$ cat config.mk
export PLATFORM = sky130hd
export DESIGN_NAME = spims_master
export DESIGN_NICKNAME = d
export VERILOG_FILES = /design/src/design/spims_pkg.sv /design/src/design/spims_sync3.sv /design/src/design/spims_master.sv
export SDC_FILE = /design/constraint.sdc
export NUM_CORES = 1
export LEC_CHECK = 0
export CAP_MARGIN = 40
export CORE_MARGIN = 5
export CORE_UTILIZATION = 50
export CTS_CLUSTER_DIAMETER = 80
export DETAILED_ROUTE_END_ITERATION = 10
export DONT_BUFFER_PORTS = 1
export PLACE_DENSITY_LB_ADDON = 0.12
export SETUP_SLACK_MARGIN = 0.2
export SLEW_MARGIN = 10
export SYNTH_ARGS = -nofsm -noshare
export SYNTH_HDL_FRONTEND = slang
export SYNTH_SLANG_ARGS = --single-unit
$ cat constraint.sdc
create_clock -name i_core_clk -period 3.6 [get_ports i_core_clk]
set_input_delay 0.18 -clock i_core_clk [delete_from_list [all_inputs] [get_ports i_core_clk]]
set_output_delay 0.18 -clock i_core_clk [all_outputs]
set_load 0.05 [all_outputs]
$ cat src/design/spims_pkg.sv
// Purpose: shared constants for the select-mode serial master port
// Assumes: core clock of 100 MHz; serial clock of 80 ns period
// Notes: reset values of the control bits and timing counts live here
package spims_pkg;
   // core clock period and serial clock half period, in ns
   localparam int CLK_PERIOD_NS = 10;
   localparam int SCK_HALF_NS = 40;
   // cycles per serial clock half period, rounded down, at least one
   localparam int SCK_HALF_CYC_I = (SCK_HALF_NS / CLK_PERIOD_NS) < 1 ? 1 : (SCK_HALF_NS / CLK_PERIOD_NS);
   localparam logic [3:0] SCK_HALF_CYC = 4'(SCK_HALF_CYC_I);
   // bits per transfer, index of the last bit
   localparam logic [2:0] BIT_TOP = 3'h7;
   // reset values of the control bits
   localparam logic RST_SELECT_MODE_HI = 1'h0;
   localparam logic RST_SELECT_MODE_LO = 1'h1;
   localparam logic RST_MASTER_ENABLE = 1'h0;
   localparam logic RST_PORT_ENABLE = 1'h0;
   localparam logic [7:0] RST_DATA = 8'h00;
   // transfer engine states
   typedef enum logic [0:0] {SPIMS_IDLE, SPIMS_SHIFT} spims_state_e;
endpackage : spims_pkg

$ cat src/design/spims_sync3.sv
// Purpose: three flip-flop synchroniser for a pin from outside the core clock
// Assumes: the pin is asynchronous to i_core_clk
// Notes: the output moves only when the second and third stages agree
module spims_sync3 (
   input wire logic i_core_clk, // core clock
   input wire logic i_rst, // asynchronous reset, active high
   input wire logic i_rst_level, // value held after reset
   input wire logic i_pin, // raw pin level
   output logic o_level // filtered, synchronised level
);
   typedef struct packed {
      logic s1;
      logic s2;
      logic s3;
      logic level;
      logic primed;
   } spims_sync_s;

   spims_sync_s st;
   spims_sync_s next_st;

   // first stage feeds only the second; the agree test uses stages two and three
   always_comb
   begin
      next_st = st;
      next_st.s1 = i_pin;
      next_st.s2 = st.s1;
      next_st.s3 = st.s2;
      if (st.s2 == st.s3)
      begin
         next_st.level = st.s3;
      end
      // reset may load constants only, so the chosen idle level is loaded on the first edge after it
      if (!st.primed)
      begin
         next_st.s2 = i_rst_level;
         next_st.s3 = i_rst_level;
         next_st.level = i_rst_level;
         next_st.primed = 1'h1;
      end
   end

   // reset loads constants only; the chosen level is latched one edge later
   always_ff @(posedge i_core_clk or posedge i_rst)
   begin
      if (i_rst)
      begin
         st <= '{s1: 1'h1, s2: 1'h1, s3: 1'h1, level: 1'h1, primed: 1'h0};
      end
      else
      begin
         st <= next_st;
      end
   end

   assign o_level = st.level;
endmodule : spims_sync3

$ cat src/design/spims_master.sv
// Purpose: byte-wide full-duplex serial master with three slave-select modes
// Assumes: serial clock idles low, data out changes on falling edges, data in taken on falling edges
// Notes: select-mode and enable bits arrive as write strobes with values, interrupt enable as a level; flags clear by pulse, a set in the same cycle wins

// Behaviour
// [RL1] Each finished byte sets the transfer done flag and raises the interrupt when enabled.
// [RL2] The byte shifted out and the byte shifted in move together, so one flag means both done.
// [RL3] Incoming bits enter the shift register top bit first and the whole byte then moves to the receive buffer.
// [RL4] Upper select bit low with lower select bit high, the reset default, is multi-master with select as input.
// [RL5] In multi-master mode a low select input clears both enable bits and sets the mode fault flag.
// [RL6] A mode fault raises the interrupt when enabled and the port stays off until software enables it again.
// [RL7] Both select bits low is three-wire mode, where the select line is ignored and not driven.
// [RL8] Upper select bit high is four-wire mode, where the select line is an output for one slave.
// [RL9] In four-wire mode the select output level follows the lower select bit.
// [RL10] In three-wire mode further slaves are picked by general-purpose pins under software, not by this port.
// [RL11] The master gives eight serial clock cycles per byte and keeps the clock idle between bytes.
module spims_master (
   input wire logic i_core_clk, // core clock, 100 MHz
   input wire logic i_rst, // asynchronous reset, active high
   input wire logic i_start, // pulse: start a byte with i_tx_data
   input wire logic [7:0] i_tx_data, // byte to send
   input wire logic i_mode_wr, // pulse: load both select-mode bits
   input wire logic i_select_mode_hi, // upper select-mode bit value
   input wire logic i_select_mode_lo, // lower select-mode bit value
   input wire logic i_enable_wr, // pulse: load both enable bits
   input wire logic i_master_enable_bit, // master enable value
   input wire logic i_port_enable_bit, // port enable value
   input wire logic i_irq_enable, // level: interrupt enable
   input wire logic i_clr_done, // pulse: clear transfer done flag
   input wire logic i_clr_fault, // pulse: clear mode fault flag
   input wire logic i_miso, // serial data in from slave
   input wire logic i_slave_select, // select pin input level
   output logic o_sck, // serial clock out
   output logic o_mosi, // serial data out
   output logic o_slave_select, // select pin output level
   output logic o_slave_select_oe, // select pin output enable, high drives
   output logic [7:0] o_rx_data, // receive buffer
   output logic o_busy, // transfer in progress
   output logic o_transfer_done_flag, // sticky byte done flag
   output logic o_mode_fault_flag, // sticky mode fault flag
   output logic o_master_enable_bit, // current master enable
   output logic o_port_enable_bit, // current port enable
   output logic o_select_mode_hi, // current upper select-mode bit
   output logic o_select_mode_lo, // current lower select-mode bit
   output logic o_irq // interrupt request, level
);
   typedef struct packed {
      spims_pkg::spims_state_e state;
      logic [3:0] div;
      logic [2:0] bitcnt;
      logic [7:0] shreg;
      logic [7:0] rx;
      logic sck;
      logic mosi;
      logic ss;
      logic ss_oe;
      logic done;
      logic fault;
      logic men;
      logic pen;
      logic mhi;
      logic mlo;
      logic irq;
      logic busy;
   } spims_state_s;

   spims_state_s st;
   spims_state_s next_st;
   logic miso_s;
   logic ss_s;
   logic [7:0] shifted;

   // pins from outside the core domain pass three flops
   spims_sync3 u_sync_miso (
      .i_core_clk(i_core_clk),
      .i_rst(i_rst),
      .i_rst_level(1'h1),
      .i_pin(i_miso),
      .o_level(miso_s)
   );

   spims_sync3 u_sync_ss (
      .i_core_clk(i_core_clk),
      .i_rst(i_rst),
      .i_rst_level(1'h1),
      .i_pin(i_slave_select),
      .o_level(ss_s)
   );

   // shift value with the incoming bit appended at the bottom
   // [RL3] top bit first
   assign shifted = {st.shreg[6:0], miso_s};

   // next state of the whole port
   always_comb
   begin
      next_st = st;
      // software control writes
      if (i_mode_wr)
      begin
         next_st.mhi = i_select_mode_hi;
         next_st.mlo = i_select_mode_lo;
      end
      if (i_enable_wr)
      begin
         next_st.men = i_master_enable_bit;
         next_st.pen = i_port_enable_bit;
      end
      // clears first so that a hardware set below overrides them
      if (i_clr_done)
      begin
         next_st.done = 1'h0;
      end
      if (i_clr_fault)
      begin
         next_st.fault = 1'h0;
      end
      // transfer engine
      case (st.state)
         spims_pkg::SPIMS_IDLE:
         begin
            // [RL11] clock idle low
            next_st.sck = 1'h0;
            next_st.div = 4'h0;
            if (i_start && st.men && st.pen)
            begin
               next_st.state = spims_pkg::SPIMS_SHIFT;
               next_st.shreg = i_tx_data;
               next_st.mosi = i_tx_data[7];
               next_st.bitcnt = spims_pkg::BIT_TOP;
            end
         end
         spims_pkg::SPIMS_SHIFT:
         begin
            if (st.div == spims_pkg::SCK_HALF_CYC - 4'h1)
            begin
               next_st.div = 4'h0;
               if (!st.sck)
               begin
                  next_st.sck = 1'h1;
               end
               else
               begin
                  // [RL2] sample in while the same edge advances data out
                  next_st.sck = 1'h0;
                  next_st.shreg = shifted;
                  next_st.mosi = shifted[7];
                  next_st.bitcnt = st.bitcnt - 3'h1;
                  if (st.bitcnt == 3'h0)
                  begin
                     // [RL3] whole byte to receive buffer
                     next_st.rx = shifted;
                     // [RL1] done flag set
                     next_st.done = 1'h1;
                     // [RL11] eighth clock ends the byte
                     next_st.state = spims_pkg::SPIMS_IDLE;
                  end
               end
            end
            else
            begin
               next_st.div = st.div + 4'h1;
            end
         end
         default:
         begin
            next_st.state = spims_pkg::SPIMS_IDLE;
         end
      endcase
      // select pin handling by mode; a write in this cycle takes effect next cycle
      if (st.mhi)
      begin
         // [RL8] four-wire select output
         next_st.ss_oe = 1'h1;
         // [RL9] select follows lower bit
         next_st.ss = st.mlo;
      end
      else
      begin
         // [RL7] three-wire leaves select undriven
         next_st.ss_oe = 1'h0;
         next_st.ss = 1'h1;
         // [RL4] multi-master watches select
         if (st.mlo && !ss_s)
         begin
            // [RL5] fault disables the master
            next_st.men = 1'h0;
            next_st.pen = 1'h0;
            next_st.fault = 1'h1;
            // stopping mid-byte avoids fighting the other master on the clock
            next_st.state = spims_pkg::SPIMS_IDLE;
            next_st.sck = 1'h0;
            next_st.div = 4'h0;
         end
      end
      // [RL6] fault and done both reach the interrupt
      next_st.irq = i_irq_enable && (next_st.done || next_st.fault);
      // busy kept as its own flop so the output needs no decode
      next_st.busy = (next_st.state == spims_pkg::SPIMS_SHIFT);
   end

   // register the whole state; reset loads constants only
   always_ff @(posedge i_core_clk or posedge i_rst)
   begin
      if (i_rst)
      begin
         st.state <= spims_pkg::SPIMS_IDLE;
         st.div <= 4'h0;
         st.bitcnt <= 3'h0;
         st.shreg <= spims_pkg::RST_DATA;
         st.rx <= spims_pkg::RST_DATA;
         st.sck <= 1'h0;
         st.mosi <= 1'h0;
         st.ss <= 1'h1;
         st.ss_oe <= 1'h0;
         st.done <= 1'h0;
         st.fault <= 1'h0;
         st.men <= spims_pkg::RST_MASTER_ENABLE;
         st.pen <= spims_pkg::RST_PORT_ENABLE;
         st.mhi <= spims_pkg::RST_SELECT_MODE_HI;
         st.mlo <= spims_pkg::RST_SELECT_MODE_LO;
         st.irq <= 1'h0;
         st.busy <= 1'h0;
      end
      else
      begin
         st <= next_st;
      end
   end

   // outputs straight from the state flops
   assign o_sck = st.sck;
   assign o_mosi = st.mosi;
   assign o_slave_select = st.ss;
   assign o_slave_select_oe = st.ss_oe;
   assign o_rx_data = st.rx;
   assign o_busy = st.busy;
   assign o_transfer_done_flag = st.done;
   assign o_mode_fault_flag = st.fault;
   assign o_master_enable_bit = st.men;
   assign o_port_enable_bit = st.pen;
   assign o_select_mode_hi = st.mhi;
   assign o_select_mode_lo = st.mlo;
   assign o_irq = st.irq;
endmodule : spims_master

==> results_dict.tcl, run 1 <==
set metrics [dict create \
    whs_ns 0.0224 \
    critical_path.startpoint_type "flip-flop" \
    grtUsageTotal_pct 13.5 \
    syn-cell-area_sq_um 1820 \
    grt_max_degree 44 \
    root_buffer "clkbuf_8" \
    dieArea_sq_um 4940 \
    core_sq_um 3610 \
    cts.hold.buffers_added 4 \
    areaGrowthSynthToFinish_pct 7.43 \
    final.setup_skew_ns 0.00684 \
    synth_edf_count 0 \
    postLayoutCoreUtil_pct 54.2 \
    cts_setup_buffers 0 \
    htree_levels 2 \
    cts_resized 0 \
    die_h_microns 70.3 \
    routed_wl_microns 3050 \
    grt_overflow 0 \
    viasPerCell 5.44 \
    critPathArrivalTime_ns 2.15 \
    antenna_cells 0 \
    drt_drc_violations_left 0 \
    report.final.hold_viol_count 0 \
    path_max_fanout 13 \
    fin_crit_ns 1.92 \
    synthArstFlopShare_pct 100 \
    nets 168 \
    leakage_nw 0.881 \
    synth_cell_types 40 \
    drv_slew 0 \
    synth_top_flop_cell "dfrtp_1" \
    postRouteAntennaNets 0 \
    cts_max_path_buffers 2 \
    drive_gt1_share_pct 23.6 \
    status "complete, no violations" \
    setup_violations 0 \
    synth_seq_cells 43 \
    hpwl_microns 2170 \
    antenna_found_initial 0 \
    fin_tns_setup_ns 0 \
    fill_cells 307 \
    place.gp.congestion 0.820 \
    criticalPathCategory "flip-flop to flip-flop" \
    design_area_sq_um 1950 \
    io_pins 42 \
    numCtsBuffers 5 \
    port_buffers 0 \
    clock_latency_ns 0.29 \
    max-vdd-ir-drop_mv 0.344 \
    start_util_pct 50.5 \
    synth.avg_cell_area_sq_um 12.9 \
    drtPass1Iterations 4 \
    grt_pass1_vias 1116 \
    cts_tree "built" \
    hold_path_class "primary input to flip-flop" \
    synth_warnings 0 \
    netlist_instances 141 \
    fp-row-count 22 \
    grt_first_pass_wirelength_microns 5240 \
    rsz0062_at_grt "no" \
    cellPowerDensity_nw_per_um2 659 \
    critPathCaptureType "flip-flop" \
    worst_pin_slew_ns 0.843 \
    cts.reportedPaths.clkPinSlew_ns 0.08 \
    via_count 1045 \
    slew_headroom_pct 43.8 \
    fin_crit_sh_pct 53.3 \
    cts.sinks 43 \
    die_x_microns 70.3 \
    required_ns 3.83 \
    synth_fp_nets 166 \
    drt-wirelength-per-cell_microns 15.9 \
    drt_first_iter_violations 89 \
    maxClockFrequency_ghz 0.521 \
    placed_cell_area_sq_um 1810 \
    max-cap-violations 0 \
    seq_area_frac_synth_pct 59.8 \
]
-- kinds of logic (layout without fill, tap and decap cells) --
group | count (synthesis) | count (layout) | share of synthesized area (%)
compound gates | 25 | 25 | 9.90
flops | 43 | 43 | 59.8
xor+xnor | 2 | 2 | 0.963
mux | 12 | 12 | 7.29
buf+inv | 16 | 19 | 5.23
fa+ha+maj | 3 | 3 | 2.06
other cells | 1 | 1 | 0.206
simple gates | 39 | 39 | 14.5
-- critical path, stage by stage, from the launching register on --
cell and delay (ns):
dfrtp_1 0.90, inv_1 0.25, nor2_1 0.47, a221o_1 0.24
-- synthesized netlist by cell type (2+ instances only) --
master     n  area share (%)
o21ai_0    6             1.7
mux2_2    10             6.2
mux2i_1    2             1.1
ha_1       3             2.1
a21oi_1    5             1.4
dfstp_2   10              14
inv_1      6             1.2
buf_4      9             3.7
nand2b_1   5             1.7
a221o_1    7             3.9
dfrtp_1   33              45
nor2_1     7             1.4
nor2b_1    2            0.69
nand3_1    3            0.83
and2_1     7             2.4
nor3b_1    2            0.83
-- cell type report --
| cell class | instances | area [sq um] | area share, % |
|---|---|---|---|
| clock buffer | 8 | 100 | 5.12 |
| inverter | 6 | 22.5 | 1.15 |
| multi-input combinational | 82 | 636 | 32.5 |
| sequential | 43 | 1090 | 55.7 |
| tap | 48 | 60.1 | 3.07 |
| timing repair buffer | 5 | 47.5 | 2.43 |
-- report_power, final --
| part | switching (mW) | leakage [nW] | internal (mW) |
|---|---|---|---|
| sequential | 0.174 | 0.525 | 0.580 |
| clock | 0.152 | 0.0515 | 0.175 |
| combinational | 0.0996 | 0.304 | 0.108 |
-- per-layer routing --
layer  vias to the layer above  GRT usage, %  share of wire (%)
li1                        495             -                  -
met1                       516          16.3                 44
met2                        29          21.5                 48
met3                         5          5.90                6.2
met4                         0          4.47                1.4
met5                         -             0                  0
-- per-stage QoR --
step	cells	total power, mW	worst slack (ns)
floorplan	141	0.918	1.96
global placement	180	0.961	1.77
detailed placement	180	0.968	1.72
CTS	192	1.30	1.69
global route	192	1.37	1.56
finish	192	1.29	1.68
-- path summary, 6_finish.rpt --
check / from / to / slack, ns / cells after the start
setup / recovery: o_busy$_DFF_PP0_ / shifted[7]$_DFFE_PP0P_ / 1.68 / 3
hold / removal: i_clr_fault / o_mode_fault_flag$_DFF_PP0_ / 0.02 / 1
hold reg to reg: st[31]$_DFF_PP0_ / st[31]$_DFF_PP0_ / 0.47 / 1
min in group asynchronous: i_rst / o_irq$_DFF_PP0_ / 0.46 / 3
max in group asynchronous: i_rst / u_sync_miso.st[4]$_DFF_PP1_ / 2.77 / 3
setup reg to reg: o_busy$_DFF_PP0_ / shifted[7]$_DFFE_PP0P_ / 1.68 / 3
-- layout by cell type, fill, tap and decap left out, drive strengths merged, types with 3 or more instances in the layout --
cell	n
nand2b	5
nand3	4
and2	7
inv	5
a21oi	6
nor2	7
clkbuf	8
a221o	7
dfrtp	33
dlygate4sd3	4
mux2	10
ha	3
dfstp	10
o21ai	6
-- sequential cells by signal, summed over array words and instances, names as in the netlist, 3 cells and up --
register and cells:
st 7, shifted 7, o_rx_data 8, u_sync_miso.st 4, u_sync_ss.st 3
Power figures use the tool's default switching activity.
==> run 2: changes to the inputs <==
- ABC_AREA: default -> 1
- clock period: 3.6 -> 1.8 ns (I/O delays scaled with it)
==> results_dict.tcl, run 2 <==
set metrics [dict create \
    status "complete, but fails checks" \
    violations "negative hold slack" \
    fin_tns_setup_ns 0 \
    drt_first_iter_violations 71 \
    fin_ws_ns 0.261 \
    leakage_nw 1.14 \
    p_comb_share_pct 24.4 \
    drt-wirelength-per-cell_microns 14.5 \
    synth_commonest_cells "dfrtp_1 (33), nand2_1 (32), nand3_1 (29), inv_1 (28), dfstp_2 (10)" \
    grtUsageTotal_pct 17.1 \
    place.gp.congestion 0.827 \
    synth_top_area_share_pct 42.9 \
    grt_overflow 0 \
    final.setup_skew_ns 0.00380 \
    antenna_found_initial 0 \
    fp-row-count 22 \
    max-cap-violations 0 \
    numCtsBuffers 5 \
    drive_gt1_share_pct 20.8 \
    fill_cells 312 \
    syn-cell-area_sq_um 1930 \
    seq_power_share_pct 50.0 \
    root_buffer "clkbuf_8" \
    power_switching_mw 0.943 \
    synth_seq_cells 43 \
    synthTopCellsByArea "dfrtp_1 (43%), dfstp_2 (14%), nand3_1 (7.5%)" \
    synth_edf_count 0 \
    largest_reg_flops 8 \
    clkPwrFrac_pct 25.7 \
    placed_cell_area_sq_um 1960 \
    routed_wl_microns 3980 \
    antenna_cells 0 \
    critPathCaptureType "flip-flop" \
    design_area_sq_um 2320 \
    worst_path_largest_cell_delay_ns 0.59 \
    cp_slowest_cell "dlygate4sd3_1" \
    setup_violations 0 \
    switching_share_pct 34.1 \
    port_buffers 0 \
    viasPerCell 5.21 \
    hold_path_class "primary input to flip-flop" \
    pre_cts_slack_ns 0.268 \
    maxClockFrequency_ghz 0.650 \
    synth_top_flop_cell "dfrtp_1" \
    finalPower_mw 2.77 \
    cellPowerDensity_nw_per_um2 1190 \
    whs_ns -0.0256 \
    cts.sinks 43 \
    postRouteAntennaNets 0 \
    nets 251 \
    cts_tree "built" \
    required_ns 2.03 \
    grt_pass1_vias 1475 \
    criticalPathCategory "flip-flop to flip-flop" \
    max-vdd-ir-drop_mv 0.798 \
    path_cells "inv_1 -> nor2_4 -> nand4_1 -> dlygate4sd3_1 -> nand3_1" \
    areaGrowthSynthToFinish_pct 20.4 \
    io_pins 42 \
    via_count 1428 \
    start_util_pct 52.2 \
    netlist_instances 198 \
    dieArea_sq_um 5200 \
    synth_fp_nets 223 \
    synthMostInstantiatedCell "dfrtp_1" \
    rsz0062_at_grt "yes" \
    core_sq_um 3690 \
    cts.reportedPaths.clkPinSlew_ns 0.07 \
    drv_slew 0 \
    critical_path.startpoint_type "flip-flop" \
    synth.avg_cell_area_sq_um 9.73 \
    die_h_microns 72.1 \
    critPathArrivalTime_ns 1.76 \
    clock_latency_ns 0.29 \
    htree_levels 2 \
    final_cell_mix "nand2_1 (32), dfrtp_1 (32), nand3_1 (29)" \
    drtPass1Iterations 4 \
    synthArstFlopShare_pct 100 \
    path_max_fanout 8 \
    cts_max_path_buffers 2 \
    synth_cell_types 27 \
    synth_top_area_cell "dfrtp_1" \
    grt_max_degree 31 \
    seq_area_frac_synth_pct 56.5 \
    die_x_microns 72.1 \
    report.final.hold_viol_count 1 \
    drt_drc_violations_left 0 \
    fin_crit_ns 1.54 \
    fin_crit_sh_pct 85.5 \
    grt_first_pass_wirelength_microns 6900 \
    p_int_mw 1.83 \
    hpwl_microns 2690 \
    synth_warnings 0 \
]
[run 2: cell count changes in the layout (fill, tap and decap cells not counted), moves of 5 or more]
cell | before | now
nand4_1 | 0 | 8
a221o_1 | 7 | 0
inv_1 | 5 | 27
nand2_1 | 1 | 32
nand3_1 | 3 | 29
and2_1 | 7 | 0
nand2b_1 | 5 | 0
mux2_2 | 10 | 1
buf_4 | 1 | 11
dlygate4sd3_1 | 4 | 23
o21ai_2 | 0 | 7
[run 2: cell families (layout without fill, tap and decap cells)]
| group | count (synthesis) | after routing | share of synthesized area (%) |
|---|---|---|---|
| and+or+nand+nor | 88 | 88 | 23.2 |
| AOI/OAI and AO/OA | 17 | 17 | 6.04 |
| adders and majority gates | 3 | 3 | 1.95 |
| other | 1 | 1 | 0.195 |
| DFF | 43 | 43 | 56.5 |
| xor gates and xnor gates | 2 | 2 | 0.909 |
| muxes | 1 | 1 | 0.584 |
| buffers and inverters | 43 | 71 | 10.6 |
[run 2: layout make-up]
| cell class | count | area [sq um] | share of cell area (%) |
|---|---|---|---|
| clock buffers | 6 | 72.6 | 3.13 |
| clock inverters | 1 | 30.0 | 1.29 |
| inverters | 29 | 109 | 4.69 |
| repair buffers | 35 | 324 | 14.0 |
| well taps | 48 | 60.1 | 2.59 |
| multi-input cells | 112 | 634 | 27.3 |
| flip-flops and latches | 43 | 1090 | 47.0 |
[run 2: power by group through the flow]
stage	clock network [mW]	registers, mW	logic (mW)
2_1_floorplan	0	1.42	0.435
3_3_place_gp	0	1.38	0.606
3_5_place_dp	0	1.39	0.633
4_1_cts	0.736	1.37	0.669
5_1_grt	0.776	1.40	0.769
6_report	0.711	1.38	0.675
[run 2: per-stage QoR]
stage / hold slack, ns / cells / utilization (%)
after global routing: 0.0180 / 274 / 62.9
after floorplan: 0.0945 / 198 / -
after CTS: 0.00895 / 272 / 62.4
after global placement: -0.0577 / 241 / 53.1
final: -0.0256 / 274 / 62.9
after detailed placement: -0.0484 / 241 / 53.1
[run 2: path summary, 6_finish.rpt]
kind                                                from                            end  slack, ns  cells past startpoint
setup / recovery           o_master_enable_bit$_DFF_PP0_         shifted[6]$_DFFE_PP0P_       0.26                      5
hold / removal                                   i_start         shifted[4]$_DFFE_PP0P_      -0.03                      2
setup reg to reg           o_master_enable_bit$_DFF_PP0_         shifted[6]$_DFFE_PP0P_       0.26                      5
hold reg to reg            u_sync_ss.o_level$_DFFE_PP1P_  u_sync_ss.o_level$_DFFE_PP1P_       0.48                      2
max in group asynchronous                          i_rst               o_busy$_DFF_PP0_       0.89                      3
min in group asynchronous                          i_rst    o_slave_select_oe$_DFF_PP0_       0.20                      2
[run 2: metal layers]
metal	vias up	share of wire, %	global-route usage (%)
met5	-	0	0
met4	0	2.1	7.10
met3	9	7.8	6.51
met2	54	46	25.5
met1	676	45	22.4
li1	689	-	-
[run 2: worst max-delay path: cells and delay by family, from the launching register on]
family                 cells  cell delay (ns)
buffers and inverters      2             0.67
AND/OR/NAND/NOR            3             0.44
flip-flops                 1             0.36
[run 2: repair_timing]
| item | 4_1_cts | 5_1_grt |
|---|---|---|
| endpoints found under the setup margin | 0 | 12 |
| hold endpoints to repair | 28 | 0 |
| gates resized for setup | 0 | 3 |
| buffers inserted | 0 | 3 |
| hold buffers | 24 | 0 |
